<file path="src/logic/ddca_consts.svh">
// Constants for the dual device command arbiter
`ifndef DDCA_CONSTS_SVH
`define DDCA_CONSTS_SVH
// Status word bit positions
`define DDCA_FL_GO_BIT 0
`define DDCA_FL_DONE_BIT 5
`define DDCA_FL_IE_BIT 6
`define DDCA_CR_IE_BIT 6
`define DDCA_CR_RDY_BIT 7
// Word indices in the data buffer memory
`define DDCA_IDX_FLOPPY_CTRL_STATUS_WORD 2'h0
`define DDCA_IDX_FLOPPY_DATA_WORD 2'h1
`define DDCA_IDX_CARTRIDGE_CTRL_STATUS_WORD 2'h2
`define DDCA_IDX_CARTRIDGE_ADDR_WORD 2'h3
// Reset values: both devices ready
`define DDCA_FL_CS_RST 16'h0020
`define DDCA_CR_CS_RST 16'h0080
// Host address decode: device window and boot window compare bits
`define DDCA_DEV_CMP_LSB 2
`define DDCA_BOOT_CMP_LSB 9
// Bootstrap word returned (contents not modelled)
`define DDCA_BOOT_WORD 16'h0000
`endif

</file>
<file path="src/logic/ddca_pkg.sv">
// Types for the dual device command arbiter
`default_nettype none

package ddca_pkg;
    typedef enum logic {DDCA_FLOPPY, DDCA_CART} ddca_dev_t;
    typedef enum logic [1:0] {DDCA_HIT_NONE, DDCA_HIT_FL, DDCA_HIT_CR, DDCA_HIT_BOOT} ddca_hit_t;
    typedef struct packed {
        logic strap_taken_q;
        logic [15:0] fl_base_q;
        logic [15:0] cr_base_q;
        logic [15:0] boot_base_q;
        logic [2:0] vec_sel_q;
        logic [1:0] level_q;
        logic [3:0][15:0] mem_q;
        logic busy_q;
        ddca_dev_t exec_dev_q;
        logic queue_valid_q;
        ddca_dev_t queue_dev_q;
        logic [15:0] queue_word_q;
        logic ib_valid_q;
        ddca_dev_t ib_dev_q;
        logic [15:0] ib_word_q;
        logic [15:0] host_rdata_q;
        logic host_ack_q;
        logic irq_q;
        logic [8:0] vector_q;
        logic fl_busy_q;
        logic cr_busy_q;
    } ddca_state_t;
endpackage

`default_nettype wire

</file>
<file path="src/logic/ddca_arbiter.sv">
// Dual device command arbiter: host decode, one-entry queue, link hand-off
`include "ddca_consts.svh"
`timescale 1ns/1ns
`default_nettype none

module ddca_arbiter (
    // Clock and reset
    input wire logic clk_sys,
    input wire logic sys_rst,
    // Jumper straps, taken once after reset
    input wire logic [15:0] jmp_fl_base,
    input wire logic [15:0] jmp_cr_base,
    input wire logic [15:0] jmp_boot_base,
    input wire logic [2:0] jmp_vec_sel,
    input wire logic [1:0] jmp_level,
    // Host bus access
    input wire logic host_sel,
    input wire logic host_wr,
    input wire logic [15:0] host_addr,
    input wire logic [15:0] host_wdata,
    output logic [15:0] host_rdata,
    output logic host_ack,
    // Host interrupt
    output logic host_irq,
    output logic [8:0] host_vector,
    output logic [1:0] host_level,
    input wire logic host_irq_ack,
    // Link to the storage controller
    output logic ibus_valid,
    output var ddca_pkg::ddca_dev_t ibus_dev,
    output logic [15:0] ibus_word,
    input wire logic ibus_ready,
    input wire logic ibus_done,
    // Device status view
    output logic fl_busy,
    output logic cr_busy
);
    import ddca_pkg::*;

    ddca_state_t s_q;
    ddca_state_t s_d;

    // Window decode; device windows are four bytes wide
    function automatic ddca_hit_t decode(input logic [15:0] a, input logic [15:0] fb,
                                         input logic [15:0] cb, input logic [15:0] bb);
        ddca_hit_t h;
        h = DDCA_HIT_NONE;
        if (a[15:`DDCA_DEV_CMP_LSB] == fb[15:`DDCA_DEV_CMP_LSB]) begin
            h = DDCA_HIT_FL;
        end else if (a[15:`DDCA_DEV_CMP_LSB] == cb[15:`DDCA_DEV_CMP_LSB]) begin
            h = DDCA_HIT_CR;
        end else if (a[15:`DDCA_BOOT_CMP_LSB] == bb[15:`DDCA_BOOT_CMP_LSB]) begin
            h = DDCA_HIT_BOOT;
        end
        return h;
    endfunction

    // Vector lookup table selected by jumpers
    function automatic logic [8:0] vec_lookup(input logic [2:0] sel);
        logic [8:0] v;
        case (sel)
            3'h0: v = 9'h060;
            3'h1: v = 9'h070;
            3'h2: v = 9'h080;
            3'h3: v = 9'h090;
            3'h4: v = 9'h0a0;
            3'h5: v = 9'h0b0;
            3'h6: v = 9'h0c0;
            default: v = 9'h0d0;
        endcase
        return v;
    endfunction

    // Index of the ready/done bit of a device's status word
    function automatic int rdy_bit(input ddca_dev_t d);
        return (d == DDCA_FLOPPY) ? `DDCA_FL_DONE_BIT : `DDCA_CR_RDY_BIT;
    endfunction

    // One-hot mask of a device's ready/done bit
    function automatic logic [15:0] rdy_mask(input ddca_dev_t d);
        return 16'h0001 << rdy_bit(d);
    endfunction

    function automatic logic [1:0] cs_idx(input ddca_dev_t d);
        return (d == DDCA_FLOPPY) ? `DDCA_IDX_FLOPPY_CTRL_STATUS_WORD
                                  : `DDCA_IDX_CARTRIDGE_CTRL_STATUS_WORD;
    endfunction

    ddca_hit_t hit;
    logic [1:0] widx;
    logic is_cmd;
    ddca_dev_t cmd_dev;
    logic fl_ie;
    logic cr_ie;

    // Host access decode, shared by the next-state logic and the checks
    always_comb begin
        hit = decode(host_addr, s_q.fl_base_q, s_q.cr_base_q, s_q.boot_base_q);
        widx = {hit == DDCA_HIT_CR, host_addr[1]};
        cmd_dev = (hit == DDCA_HIT_CR) ? DDCA_CART : DDCA_FLOPPY;
        is_cmd = 1'b0;
        if (host_sel && host_wr && s_q.strap_taken_q && !host_addr[1]) begin
            if (hit == DDCA_HIT_FL) begin
                is_cmd = host_wdata[`DDCA_FL_GO_BIT];
            end else if (hit == DDCA_HIT_CR) begin
                is_cmd = !host_wdata[`DDCA_CR_RDY_BIT];
            end
        end
        fl_ie = s_q.mem_q[`DDCA_IDX_FLOPPY_CTRL_STATUS_WORD][`DDCA_FL_IE_BIT];
        cr_ie = s_q.mem_q[`DDCA_IDX_CARTRIDGE_CTRL_STATUS_WORD][`DDCA_CR_IE_BIT];
    end

    // Next state; completion is handled before a new command so the
    // freshly freed executor can take it in the same cycle
    always_comb begin
        s_d = s_q;
        s_d.host_ack_q = 1'b0;
        // Straps are caught only after reset release
        if (!s_q.strap_taken_q) begin
            s_d.strap_taken_q = 1'b1;
            s_d.fl_base_q = jmp_fl_base;
            s_d.cr_base_q = jmp_cr_base;
            s_d.boot_base_q = jmp_boot_base;
            s_d.vec_sel_q = jmp_vec_sel;
            s_d.level_q = jmp_level;
        end
        s_d.vector_q = vec_lookup(s_q.vec_sel_q);
        // Holding register empties only when the controller takes it
        if (s_q.ib_valid_q && ibus_ready) begin
            s_d.ib_valid_q = 1'b0;
        end
        // Acknowledge first so a same-cycle completion still raises the line
        if (host_irq_ack) begin
            s_d.irq_q = 1'b0;
        end
        if (ibus_done && s_q.busy_q) begin
            s_d.mem_q[cs_idx(s_q.exec_dev_q)][rdy_bit(s_q.exec_dev_q)] = 1'b1;
            if (s_q.exec_dev_q == DDCA_CART ? cr_ie : fl_ie) begin
                s_d.irq_q = 1'b1;
            end
            if (s_q.queue_valid_q) begin
                // Queued command goes out the moment the other one ends
                s_d.exec_dev_q = s_q.queue_dev_q;
                s_d.ib_valid_q = 1'b1;
                s_d.ib_dev_q = s_q.queue_dev_q;
                s_d.ib_word_q = s_q.queue_word_q;
                s_d.queue_valid_q = 1'b0;
            end else begin
                s_d.busy_q = 1'b0;
            end
        end
        // Host access; unmapped addresses get no acknowledge
        if (host_sel && s_q.strap_taken_q && hit != DDCA_HIT_NONE) begin
            s_d.host_ack_q = 1'b1;
            if (host_wr) begin
                if (hit != DDCA_HIT_BOOT) begin
                    // Ready/done bits belong to the arbiter, not to software
                    if (host_addr[1]) begin
                        s_d.mem_q[widx] = host_wdata;
                    end else begin
                        // Merge with s_d, not s_q: a completion landing in the
                        // same cycle as the write must not be lost
                        s_d.mem_q[widx] = (host_wdata & ~rdy_mask(cmd_dev))
                                        | (s_d.mem_q[widx] & rdy_mask(cmd_dev));
                    end
                end
            end else if (hit == DDCA_HIT_BOOT) begin
                s_d.host_rdata_q = `DDCA_BOOT_WORD;
            end else begin
                s_d.host_rdata_q = s_q.mem_q[widx];
            end
        end
        if (is_cmd) begin
            if (!s_d.busy_q) begin
                // Idle: straight to the controller
                s_d.busy_q = 1'b1;
                s_d.exec_dev_q = cmd_dev;
                s_d.ib_valid_q = 1'b1;
                s_d.ib_dev_q = cmd_dev;
                s_d.ib_word_q = host_wdata;
                s_d.mem_q[cs_idx(cmd_dev)][rdy_bit(cmd_dev)] = 1'b0;
            end else if (!s_d.queue_valid_q && s_d.exec_dev_q != cmd_dev) begin
                // Other device busy: park it, both now look busy
                s_d.queue_valid_q = 1'b1;
                s_d.queue_dev_q = cmd_dev;
                s_d.queue_word_q = host_wdata;
                s_d.mem_q[cs_idx(cmd_dev)][rdy_bit(cmd_dev)] = 1'b0;
            end
            // A second command to the busy device is dropped; its bit stays clear
        end
        // Busy views registered so the outputs leave straight from flops;
        // taken from s_d so they move in the same cycle as the status bits
        s_d.fl_busy_q = !s_d.mem_q[`DDCA_IDX_FLOPPY_CTRL_STATUS_WORD][`DDCA_FL_DONE_BIT];
        s_d.cr_busy_q = !s_d.mem_q[`DDCA_IDX_CARTRIDGE_CTRL_STATUS_WORD][`DDCA_CR_RDY_BIT];
    end

    // State register; reset leaves both devices ready
    always_ff @(posedge clk_sys or posedge sys_rst) begin
        if (sys_rst) begin
            s_q <= '0;
            s_q.mem_q[`DDCA_IDX_FLOPPY_CTRL_STATUS_WORD] <= `DDCA_FL_CS_RST;
            s_q.mem_q[`DDCA_IDX_CARTRIDGE_CTRL_STATUS_WORD] <= `DDCA_CR_CS_RST;
        end else begin
            s_q <= s_d;
        end
    end

    // Outputs straight from state flops
    assign host_rdata = s_q.host_rdata_q;
    assign host_ack = s_q.host_ack_q;
    assign host_irq = s_q.irq_q;
    assign host_vector = s_q.vector_q;
    assign host_level = s_q.level_q;
    assign ibus_valid = s_q.ib_valid_q;
    assign ibus_dev = s_q.ib_dev_q;
    assign ibus_word = s_q.ib_word_q;
    assign fl_busy = s_q.fl_busy_q;
    assign cr_busy = s_q.cr_busy_q;
endmodule

`default_nettype wire

</file>
<file path="config.mk">
export PLATFORM = sky130hd
export DESIGN_NAME = ddca_arbiter
export DESIGN_NICKNAME = d
export VERILOG_FILES = /design/src/logic/ddca_pkg.sv /design/src/logic/ddca_arbiter.sv
export VERILOG_INCLUDE_DIRS = /design/src /design/src/logic
export SDC_FILE = /design/constraint.sdc
export NUM_CORES = 1
export LEC_CHECK = 0
export ABC_AREA = 1
export BUFFER_PORTS_ARGS = -buffer_cell sky130_fd_sc_hd__buf_2
export CORE_AREA = 4 4 183 149
export CTS_CLUSTER_DIAMETER = 30
export DETAILED_ROUTE_END_ITERATION = 10
export DIE_AREA = 0 0 187 153
export PLACE_DENSITY = 0.55
export SLEW_MARGIN = 20
export SYNTH_ARGS = -nofsm -noshare
export SYNTH_HDL_FRONTEND = slang
export SYNTH_SLANG_ARGS = --single-unit
</file>
<file path="constraint.sdc">
create_clock -name clk_sys -period 5.62 [get_ports clk_sys]
set_input_delay 0.562 -clock clk_sys [delete_from_list [all_inputs] [get_ports clk_sys]]
set_output_delay 0.562 -clock clk_sys [all_outputs]
set_load 0.02 [all_outputs]
</file>
Word-level counts from Yosys, hierarchy flattened --
Cells that the tools add are included. W data, S select, Z words.
Operators by class: $add $sub $neg 0, multiply operators 0, divide/modulo/power cells 0, order comparisons 10, equality and inequality tests 14, shift-type cells 1, muxes and demuxes 51, bitwise gates (word level) 8, reductions and logical operators 22
Operators by type and width (count):
- $mux W64 | 6
- $bwmux W64 | 2
- $mux W102 | 1
- $demux W16 S2 | 3
- $mux W16 | 6
- $mux W18 | 5
- $mux W67 | 1
- $and A64 B64 Y64 | 1
- $bmux W16 S2 | 2
- $not A64 Y64 | 1
- $or A64 B64 Y64 | 1
- $pmux W8 S7 | 1
- $and A16 B16 Y16 | 2
- $shl A1 B32 Y16 const A | 1
- $eq A14 B14 Y1 | 2
- $mux W2 | 8
- $not A16 Y16 | 1
- $or A16 B16 Y16 | 1
- $mux W1 | 14
- $logic_and A1 B1 Y1 | 13
- $lt A3 B5 Y1 const B | 2
- $eq A3 B3 Y1 const B | 3
- $lt A2 B3 Y1 const B | 3
- $demux W1 S4 | 2
- other kinds (15) | 24
Word-level totals: register bits after elaboration 185, latch bits 0, memory bits (writable) 0, memory bits (read-only) 0, bits of input ports 92, output and inout port bits 49, word-level logic and storage cells 130, memories kept 0

Depth between registers and ports, before layout --
Gate-level depths: netlist (run 1).
depth after elaboration 23, gate-level depth with buffers 17, depth with buffers taken out 16

Worst setup path after synthesis (run 1) --
OpenSTA, ideal clock, no wires.
path kind in2reg, start input ibus_done, end register s_q[47] in the netlist's numbering, library setup time 0.116 ns, arrival time 1.834 ns, data required time 5.504 ns, slack 3.670 ns, stages on the path 12, buffers on the path 1, cell sequence nand2_1 nor2_2 o21ai_0 inv_1 nand3_1 nand2_2 nand2_1 nor2_2 nand2_2 buf_6 nand2_1 nand2_1
On the way: longest elaborated chain between the ends 5, elaborated cells between the ends (all ways) 6, classes of those cells eq/ne: 1; mux: 1; reduce/logical: 4
Ends and longest elaborated chain:
- start: declaration | RTL line ddca_arbiter.sv:33 | input wire logic ibus_done,
- $logic_and A1 B1 Y1 * | RTL line ddca_arbiter.sv:136 | if (ibus_done && s_q.busy_q) begin
- $mux W67 * | RTL line ddca_arbiter.sv:136
- $ne A1 B1 Y1 or $logic_not A1 Y1 (tied branches) | RTL line ddca_arbiter.sv:182 | end else if (!s_d.queue_valid_q && s_d.exec_dev_q != cmd_dev) begin
- $logic_and A1 B1 Y1 | RTL line ddca_arbiter.sv:182
- $reduce_and A3 Y1 (no line) *
- end: declaration | RTL line ddca_arbiter.sv:40 | ddca_state_t s_q;
Every way passes the cells marked *; elsewhere a longest branch is shown, timed or not. A chain may end at the register's enable or synchronous reset.

Final worst setup path (run 1) --
start register s_q[184] in the netlist's numbering, end register s_q[109] in the netlist's numbering
On the way: longest elaborated chain between the ends 7, elaborated cells between the ends (all ways) 10, classes of those cells mux: 5; bitwise: 1; reduce/logical: 4
Ends and longest elaborated chain:
- $logic_and A1 B1 Y1 (2 in a row) | RTL line ddca_arbiter.sv:153 | if (host_sel && s_q.strap_taken_q && hit != DDCA_HIT_NONE) begin
- $mux W64 | RTL line ddca_arbiter.sv:153
- $and A64 B64 Y64 (no line)
- $mux W64 | RTL line ddca_arbiter.sv:182
- $mux W64 | RTL line ddca_arbiter.sv:174 | if (!s_d.busy_q) begin
- $mux W102 * | RTL line ddca_arbiter.sv:173 | if (is_cmd) begin
Marked as above.

==> results of run 1 <==
power groups by stage:
stage          logic, W  clock network, W  registers [W]
5_1_grt        0.000277           0.00129        0.00127
3_5_place_dp   0.000246                 0        0.00128
6_report       0.000240           0.00119        0.00126
3_3_place_gp   0.000243                 0        0.00128
4_1_cts        0.000247           0.00123        0.00126
2_1_floorplan  0.000172                 0        0.00128
Yosys cell counts (4+ instances only):
master | number | area [um^2]
a21oi_1 | 47 | 235.2
buf_1 | 6 | 22.52
buf_2 | 16 | 80.08
buf_4 | 45 | 337.8
clkbuf_1 | 13 | 48.80
dfrtp_1 | 165 | 4129
inv_1 | 115 | 431.7
inv_2 | 12 | 45.04
mux2_2 | 14 | 157.7
nand2_1 | 365 | 1370
nand2_2 | 6 | 37.54
nand3_1 | 28 | 140.1
nor2_1 | 61 | 229.0
o21ai_0 | 80 | 400.4
o21ai_1 | 32 | 160.2
xnor2_1 | 8 | 70.07
xor2_1 | 4 | 35.03
per-layer routing:
metal | track usage | part of all wire | up-vias | wire [um]
li1 | - | - | 3336 | -
met3 | 0.03306 | 0.064 | 8 | 1313
met4 | 0.03379 | 0.0077 | 0 | 157
met1 | 0.2184 | 0.49 | 2958 | 10030
met2 | 0.2142 | 0.44 | 120 | 8915
met5 | 0 | 0 | - | 0
worst max-delay path by stage:
stage                                 to  cells past startpoint
floorplan                      async pin                      1
global placement     s_q[98]$_DFFE_PP0P_                     12
detailed placement   s_q[97]$_DFFE_PP0P_                     12
CTS                  s_q[97]$_DFFE_PP0P_                      6
global route        s_q[101]$_DFFE_PP0P_                      8
finish              s_q[109]$_DFFE_PP0P_                      7
state kept, by name, summed over array words and instances, names as in the netlist, 2 cells and up, named ones only:
name         flops
ibus_word       16
host_vector      4
host_level       2
s_q            117
host_rdata      16
per-stage QoR:
stage                     cell area, um^2  power (W)  std cells  hold WS, ps
after floorplan                      8325   0.001452       1055        442.2
after CTS                            9462   0.002738       1454        125.0
after detailed placement             8861   0.001530       1422        392.9
after global placement               8861   0.001526       1422        393.8
final                                9478   0.002689       1455        121.0
after global routing                 9478   0.002831       1455        134.0
cell families (layout without fill, tap and decap cells):
kind of cell | after synthesis | count (layout) | share of synthesized area
buffers and inverters | 211 | 287 | 0.1198
AOI/OAI and AO/OA | 163 | 163 | 0.09922
DFF | 167 | 167 | 0.5032
and+or+nand+nor | 478 | 478 | 0.2395
adders and majority gates | 3 | 3 | 0.004517
xor gates and xnor gates | 12 | 12 | 0.01265
muxes | 15 | 15 | 0.02017
other | 2 | 6 | 0.0009037
cell type report:
type,instances,area [um^2],area share
repair buffers,126,646.9,0.06825
multi-input cells,677,3153,0.3327
clock buffers,17,425.4,0.04488
inverters,129,489.2,0.05162
clock inverters,15,175.2,0.01848
well taps,324,405.4,0.04277
flip-flops and latches,167,4183,0.4413
==> reports/qor.txt, run 1 <==
Sw Ratio -> 0.2832
Cell count of the worst reg-to-reg path -> 7
Hold buffer count at cts -> 0
Clk pwr share -> 0.442
Clock Path Buffers -> 2
Syn. warnings -> 0
Vias -> 6422
Slowest stage delay, CP -> 710 ps
H-tree depth -> 4
Die Height -> 153 um
CTS root buf -> clkbuf_16
Number of global-route vias before repair -> 6161
Pre-CTS WS -> 2362 ps
Comb pwr share -> 0.089
Async SR Flop Fraction -> 1.000
Iteration-0 DRC Markers -> 356
Pwr per Cell Area -> 283.8 mW/mm^2
Area of the mapped netlist -> 0.008310 mm^2
CTS clk-pin slew, worst paths -> 80 ps
Avg Cell Area, Syn -> 7.907 um^2
Final #Nets -> 1213
Core ar. -> 0.02524 mm^2
DRC Markers -> 0
P_leak -> 5.173 nW
Crit path from -> s_q[184]$_DFF_PP0_
Max Freq -> 344.3 MHz
Largest net degree at the start of global routing -> 68
# setup viols final -> 0
Detail Route Antenna Nets -> 0
Gr usage total -> 0.1456
Main synth FF type -> dfrtp_1
Mapped Cells -> 1051
Post-DP HPWL -> 14.13 mm
Filler cells -> 2660
Routed Wire Length -> 20.42 mm
Final Max Slew Viols -> 0
Total setup buffers inserted after CTS -> 0
Critical path's slowest cell -> nor3_2
Max-cap violations -> 0
Worst Path Max Fanout -> 67
Final worst setup slack -> 2715 ps
Most frequent cells in the layout -> 365 x nand2_1, 164 x dfrtp_1, 121 x buf_2
Post-synth EDFFs -> 0
Starting Density -> 0.3292
Clk Latency, worst-skew pair -> 430 ps
Layout Utilization -> 0.3754
Reg2Reg Setup Slack -> 2720 ps
Die ar. -> 0.02861 mm^2
CP startpoint kind -> flip-flop
Worst hold path class -> in2async
Post-cts sizing count -> 0
CTS Sinks -> 167
Final Critical Period -> 2905 ps
Least-Margin Pin Slew -> 978.1 ps
WP buf/inv -> 2
Setup tns final -> 0 ps
Port Buf Inserts -> 121
Layout cells sized above 1 -> 0.1866
Synthesized flop and latch total -> 167
First-pass GRT wire length -> 33.20 mm
Area growth, synth to finish -> 14.05%
Io pins -> 141
Total iterations of the first detailed-routing run -> 5
Tcrit/Tclk final -> 0.5169
Outcome -> completed
Critical path's most frequent cell -> buf_4
Worst path required time -> 5940 ps
CP top delay family -> simple AND/OR/NAND/NOR gates
CTS buffer count -> 17
Ant diodes -> 0
Int Pwr -> 0.001928 W
Peak supply drop -> 0.0002050 V
Crit-path cells -> buf_4 -> nand2_1 -> nor2_1 -> nand2_2 -> nor3_2 -> buf_4 -> o21ai_0
Max-Slew Margin vs Limit -> 0.3479
Fin. Hold Viols -> 0
Post-synthesis sequential area ratio -> 0.5032
CP Class -> reg2reg
CP Data Arrival Time -> 3220 ps
CTS tree -> built
GPL Wtd Cong -> 0.7411
Commonest non-fill, non-tap cell in the layout -> nand2_1
Yosys cell types -> 37
Antenna violations before repair -> 0
DR WL/cell -> 14.03 um
Clk_skew -> 19.12 ps
Row count -> 52
Detailed-route vias per instance -> 4.414
Die width -> 187 um
Worst reg2reg endpoint -> s_q[109]$_DFFE_PP0P_
RSZ-0062 raised after global routing -> false
Reg-to-Reg Start -> s_q[184]$_DFF_PP0_
GRT overflow -> 0
Endpoint class of the critical path -> flip-flop
Seq pwr share -> 0.469
Net Sw Power -> 0.0007615 W
(Power assumes the default switching activity.)
==> run 2, diff against run 1 <==
Settings changed: ABC_AREA 1 to 0, CORE_AREA 4 4 183 149 to 4 4 178 145, DIE_AREA 0 0 187 153 to 0 0 182 149, PLACE_DENSITY 0.55 to 0.57.
Clock period 5.62 ns to 2.47 ns, I/O delays scaled along.
==> run 2 against run 1 <==
  * The flow now finishes with violations (setup timing)
  * Sequential cell count unchanged
  * First-iteration DRC count decreased by 38%
  * Area after synthesis fell by 5.9%
  * Maximum frequency increased by 14%
  * Clock power is 120% higher
  * Non-clock buffer count up 38
  * Hold slack worse by 77 ps
  * Global-route usage down 1.1 points
  * Count of clock-buffer cells in the layout did not move
  * Cell count decreased by 32%
  * Sequential share of layout area decreased by 0.92 points
  * Combinational power up 81%
  * Largest cell class unchanged
  * Highest routed layer is now met5
==> reports/qor.txt, run 2 <==
First-pass GRT wire length -> 28.09 mm (-15%)
Failing checks -> setup timing
Max-Slew Margin vs Limit -> 0.5184 (+0.1705)
Crit-path cells -> xor2_1 -> nor4_2 -> nand4_2 -> buf_8 -> buf_4 -> mux2_4 -> nand3_4 -> clkbuf_16 -> mux2_2
Yosys top cell area share -> 0.5282 (+0.03133)
Pre-CTS WS -> -103.2 ps (-2465 ps)
Detail Route Antenna Nets -> 0 (unchanged)
CP startpoint kind -> flip-flop
Starting Density -> 0.3250 (-0.004243)
Area contributors post-synth -> dfrtp_1 53%, mux2_2 17%, mux4_2 4.6%
Pwr per Cell Area -> 615.5 mW/mm^2 (+120%)
Yosys cell types -> 50 (+35%)
Peak supply drop -> 0.0004366 V (+110%)
Final worst setup slack -> -78.85 ps (-2794 ps)
Area growth, synth to finish -> 23.83%
Detailed-route vias per instance -> 4.697 (+6.4%)
RSZ-0062 raised after global routing -> true
Clk_skew -> 13.74 ps (-5.385 ps)
# setup viols final -> 37 (+37)
Xor/xnor share of the synthesized area -> 0.04113 (+0.02849)
Combinational family with the most area after synthesis -> multiplexers
GRT overflow -> 0 (unchanged)
Worst reg2reg endpoint -> ibus_word[11]$_DFF_PP0_
Post-DP HPWL -> 12.52 mm (-11%)
CTS clk-pin slew, worst paths -> 80 ps (about the same)
Number of global-route vias before repair -> 5030 (-18%)
Reg2Reg Setup Slack -> -80 ps (-2790 ps)
Die ar. -> 0.02712 mm^2 (-5.2%)
Clock Path Buffers -> 2 (unchanged)
Port Buf Inserts -> 121 (unchanged)
Mux cell area share after synthesis -> 0.2722 (+0.2521)
Biggest register -> s_q
Non-filler cells, final -> 986 (-32%)
Max FFs per register -> 117 (unchanged)
Post-synth top cells -> 165 x dfrtp_1, 119 x mux2_2, 43 x buf_4
Routed wl met3 -> 1.041 mm (-21%)
Multi-input logic area -> 0.003331 mm^2 (+5.6%)
Reg-to-Reg Start -> s_q[175]$_DFFE_PP0N_
Slowest stage delay, CP -> 400 ps (-310 ps)
Total iterations of the first detailed-routing run -> 4 (-1)
Commonest non-fill, non-tap cell in the layout -> dfrtp_1
Mapped Cells -> 533 (-49%)
Fin. Hold Viols -> 0 (unchanged)
Io pins -> 141 (unchanged)
DR top layer -> met5
Die width -> 182 um (-2.7%)
CP Class -> reg2reg
Layout cells sized above 1 -> 0.5772 (+0.3907)
Row count -> 51 (-1.9%)
Layout Utilization -> 0.4024 (+0.02696)
Iteration-0 DRC Markers -> 220 (-38%)
Simple-Gate Fraction of Synth Area -> 0.04305 (-0.1965)
Most frequent cells in the layout -> 164 x dfrtp_1, 121 x buf_2, 96 x mux2_2
Post-synth EDFFs -> 0 (unchanged)
CTS Sinks -> 167 (unchanged)
Tcrit/Tclk final -> 1.032 (+0.5151)
Area of the mapped netlist -> 0.007817 mm^2 (-5.9%)
Worst hold path class -> in2reg
WP buf/inv -> 3 (+1)
Dominant cell by count in the synthesized netlist -> dfrtp_1
Async SR Flop Fraction -> 1.000 (unchanged)
CP Data Arrival Time -> 2870 ps (-350 ps)
CTS buffer count -> 17 (unchanged)
DRC Markers -> 0 (unchanged)
Post-synthesis sequential area ratio -> 0.5349 (+0.03173)
Clk Latency, worst-skew pair -> 430 ps (about the same)
P_leak -> 4.733 nW (-8.5%)
Cell depth of the worst setup path -> 9 (+2)
M1 WL -> 9.096 mm (-9.3%)
CTS root buf -> clkbuf_16
Least-Margin Pin Slew -> 714.8 ps (-263.3 ps)
Gr usage total -> 0.1346 (-0.01102)
Core ar. -> 0.02406 mm^2 (-4.7%)
GPL Wtd Cong -> 0.7708 (+4.0%)
Worst path required time -> 2790 ps (-3150 ps)
Biggest area consumer among synthesized cells -> dfrtp_1
Final #Nets -> 749 (-38%)
Outcome -> finished, violations left
CP top delay family -> simple AND/OR/NAND/NOR gates
Hold slack -> 43.78 ps (-77.18 ps)
Post-Synth Adder-Cell Area -> 0.004802 (+0.0002848)
Max-cap violations -> 0 (unchanged)
Vias -> 4631 (-28%)
Filler cells -> 2264 (-15%)
Syn. warnings -> 0 (unchanged)
Routed Wire Length -> 18.87 mm (-7.6%)
Compound-cell area share of the yosys netlist -> 0.03649 (-0.06273)
Synthesized flop and latch total -> 167 (unchanged)
Crit path from -> s_q[175]$_DFFE_PP0N_
CTS tree -> built
Crit path capture -> ibus_word[11]$_DFF_PP0_
Main synth FF type -> dfrtp_1
Storage element area -> 0.004183 mm^2 (unchanged)
Antenna violations before repair -> 4 (+4)
Worst Path Max Fanout -> 7 (-90%)
Post-Place Cells -> 934 (-34%)
Avg Cell Area, Syn -> 14.67 um^2 (+85%)
Critical path's slowest cell -> nor4_2
Final Max Slew Viols -> 0 (unchanged)
Largest net degree at the start of global routing -> 86 (+26%)
Final Critical Period -> 2549 ps (-355.9 ps)
DR WL/cell -> 19.14 um (+36%)
Max Freq -> 392.3 MHz (+14%)
Endpoint class of the critical path -> flip-flop
H-tree depth -> 4 (unchanged)
Cell count of the worst reg-to-reg path -> 9 (+2)
Die Height -> 149 um (-2.6%)
Met2 Wirelength -> 8.476 mm (-4.9%)
-- run 2: cell count changes after synthesis, sizes merged, moves of 6 or more --
cell   delta
buf      -12
xnor2     +7
a22o     +16
nor2     -63
nand3    -23
a21oi    -39
o21ai   -110
mux2    +137
mux4     +16
xor2     +16
inv     -118
nor4      +6
nand2   -366
-- run 2: metal layers --
metal / GRT usage / vias to the layer above
met1: 0.1822 / 2408
met4: 0.03601 / 6
met3: 0.04705 / 20
met5: 0 / -
met2: 0.2073 / 93
li1: - / 2104
-- run 2: how the worst min path moves through the flow --
stage	from	to	slack, ps	depth (start not counted)
2_1_floorplan	host_irq_ack	host_irq$_DFF_PP0_	350	1
4_1_cts	jmp_fl_base[7]	s_q[175]$_DFFE_PP0N_	20	2
5_1_grt	jmp_cr_base[7]	s_q[159]$_DFFE_PP0N_	20	2
3_3_place_gp	sys_rst	fl_ie$_DFFE_PP0P_	270	2
3_5_place_dp	sys_rst	ibus_word[2]$_DFF_PP0_	280	2
6_report	jmp_fl_base[12]	s_q[180]$_DFFE_PP0N_	40	2
-- run 2: cell families (layout without fill, tap and decap cells) --
kind of cell,Yosys count,in the layout
AOI/OAI and AO/OA,37,37
xor gates and xnor gates,35,35
adders and majority gates,3,3
buffers and inverters,75,205
DFF,167,167
muxes,170,170
other,2,7
and+or+nand+nor,44,44
-- run 2: area by class of cell --
type	count	share of cell area
Clock buffer	17	0.04394
Multi-Input combinational cell	295	0.3441
Sequential cell	167	0.4321
Tap cell	318	0.04110
Clock inverter	15	0.01835
Inverter	9	0.003877
Antenna cell	1	0.0002585
Timing Repair Buffer	164	0.1163
-- run 2: repair_timing --
| action | 4_1_cts | 5_1_grt |
|---|---|---|
| hold buffers | 2 | 0 |
| endpoints found under the hold margin | 16 | 0 |
| setup buffers | 4 | 9 |
| cloned | 0 | 4 |
| pin swaps | 2 | 13 |
| setup endpoints to repair | 51 | 95 |
| resized for setup | 3 | 55 |
-- run 2: power breakdown --
group | total [W] | internal (W) | switching [W]
logic | 0.000434 | 0.000196 | 0.000238
clock network | 0.00266 | 0.00137 | 0.00129
registers | 0.00286 | 0.00281 | 0.0000509
-- run 2: through the flow --
stage	instance area, um^2	setup TNS, ps	power [W]
floorplan	7836	0	0.003189
global placement	8598	-1379	0.003326
detailed placement	8598	-3091	0.003344
CTS	9308	-534.3	0.006057
global route	9681	-7941	0.006240
finish	9681	-1351	0.005958
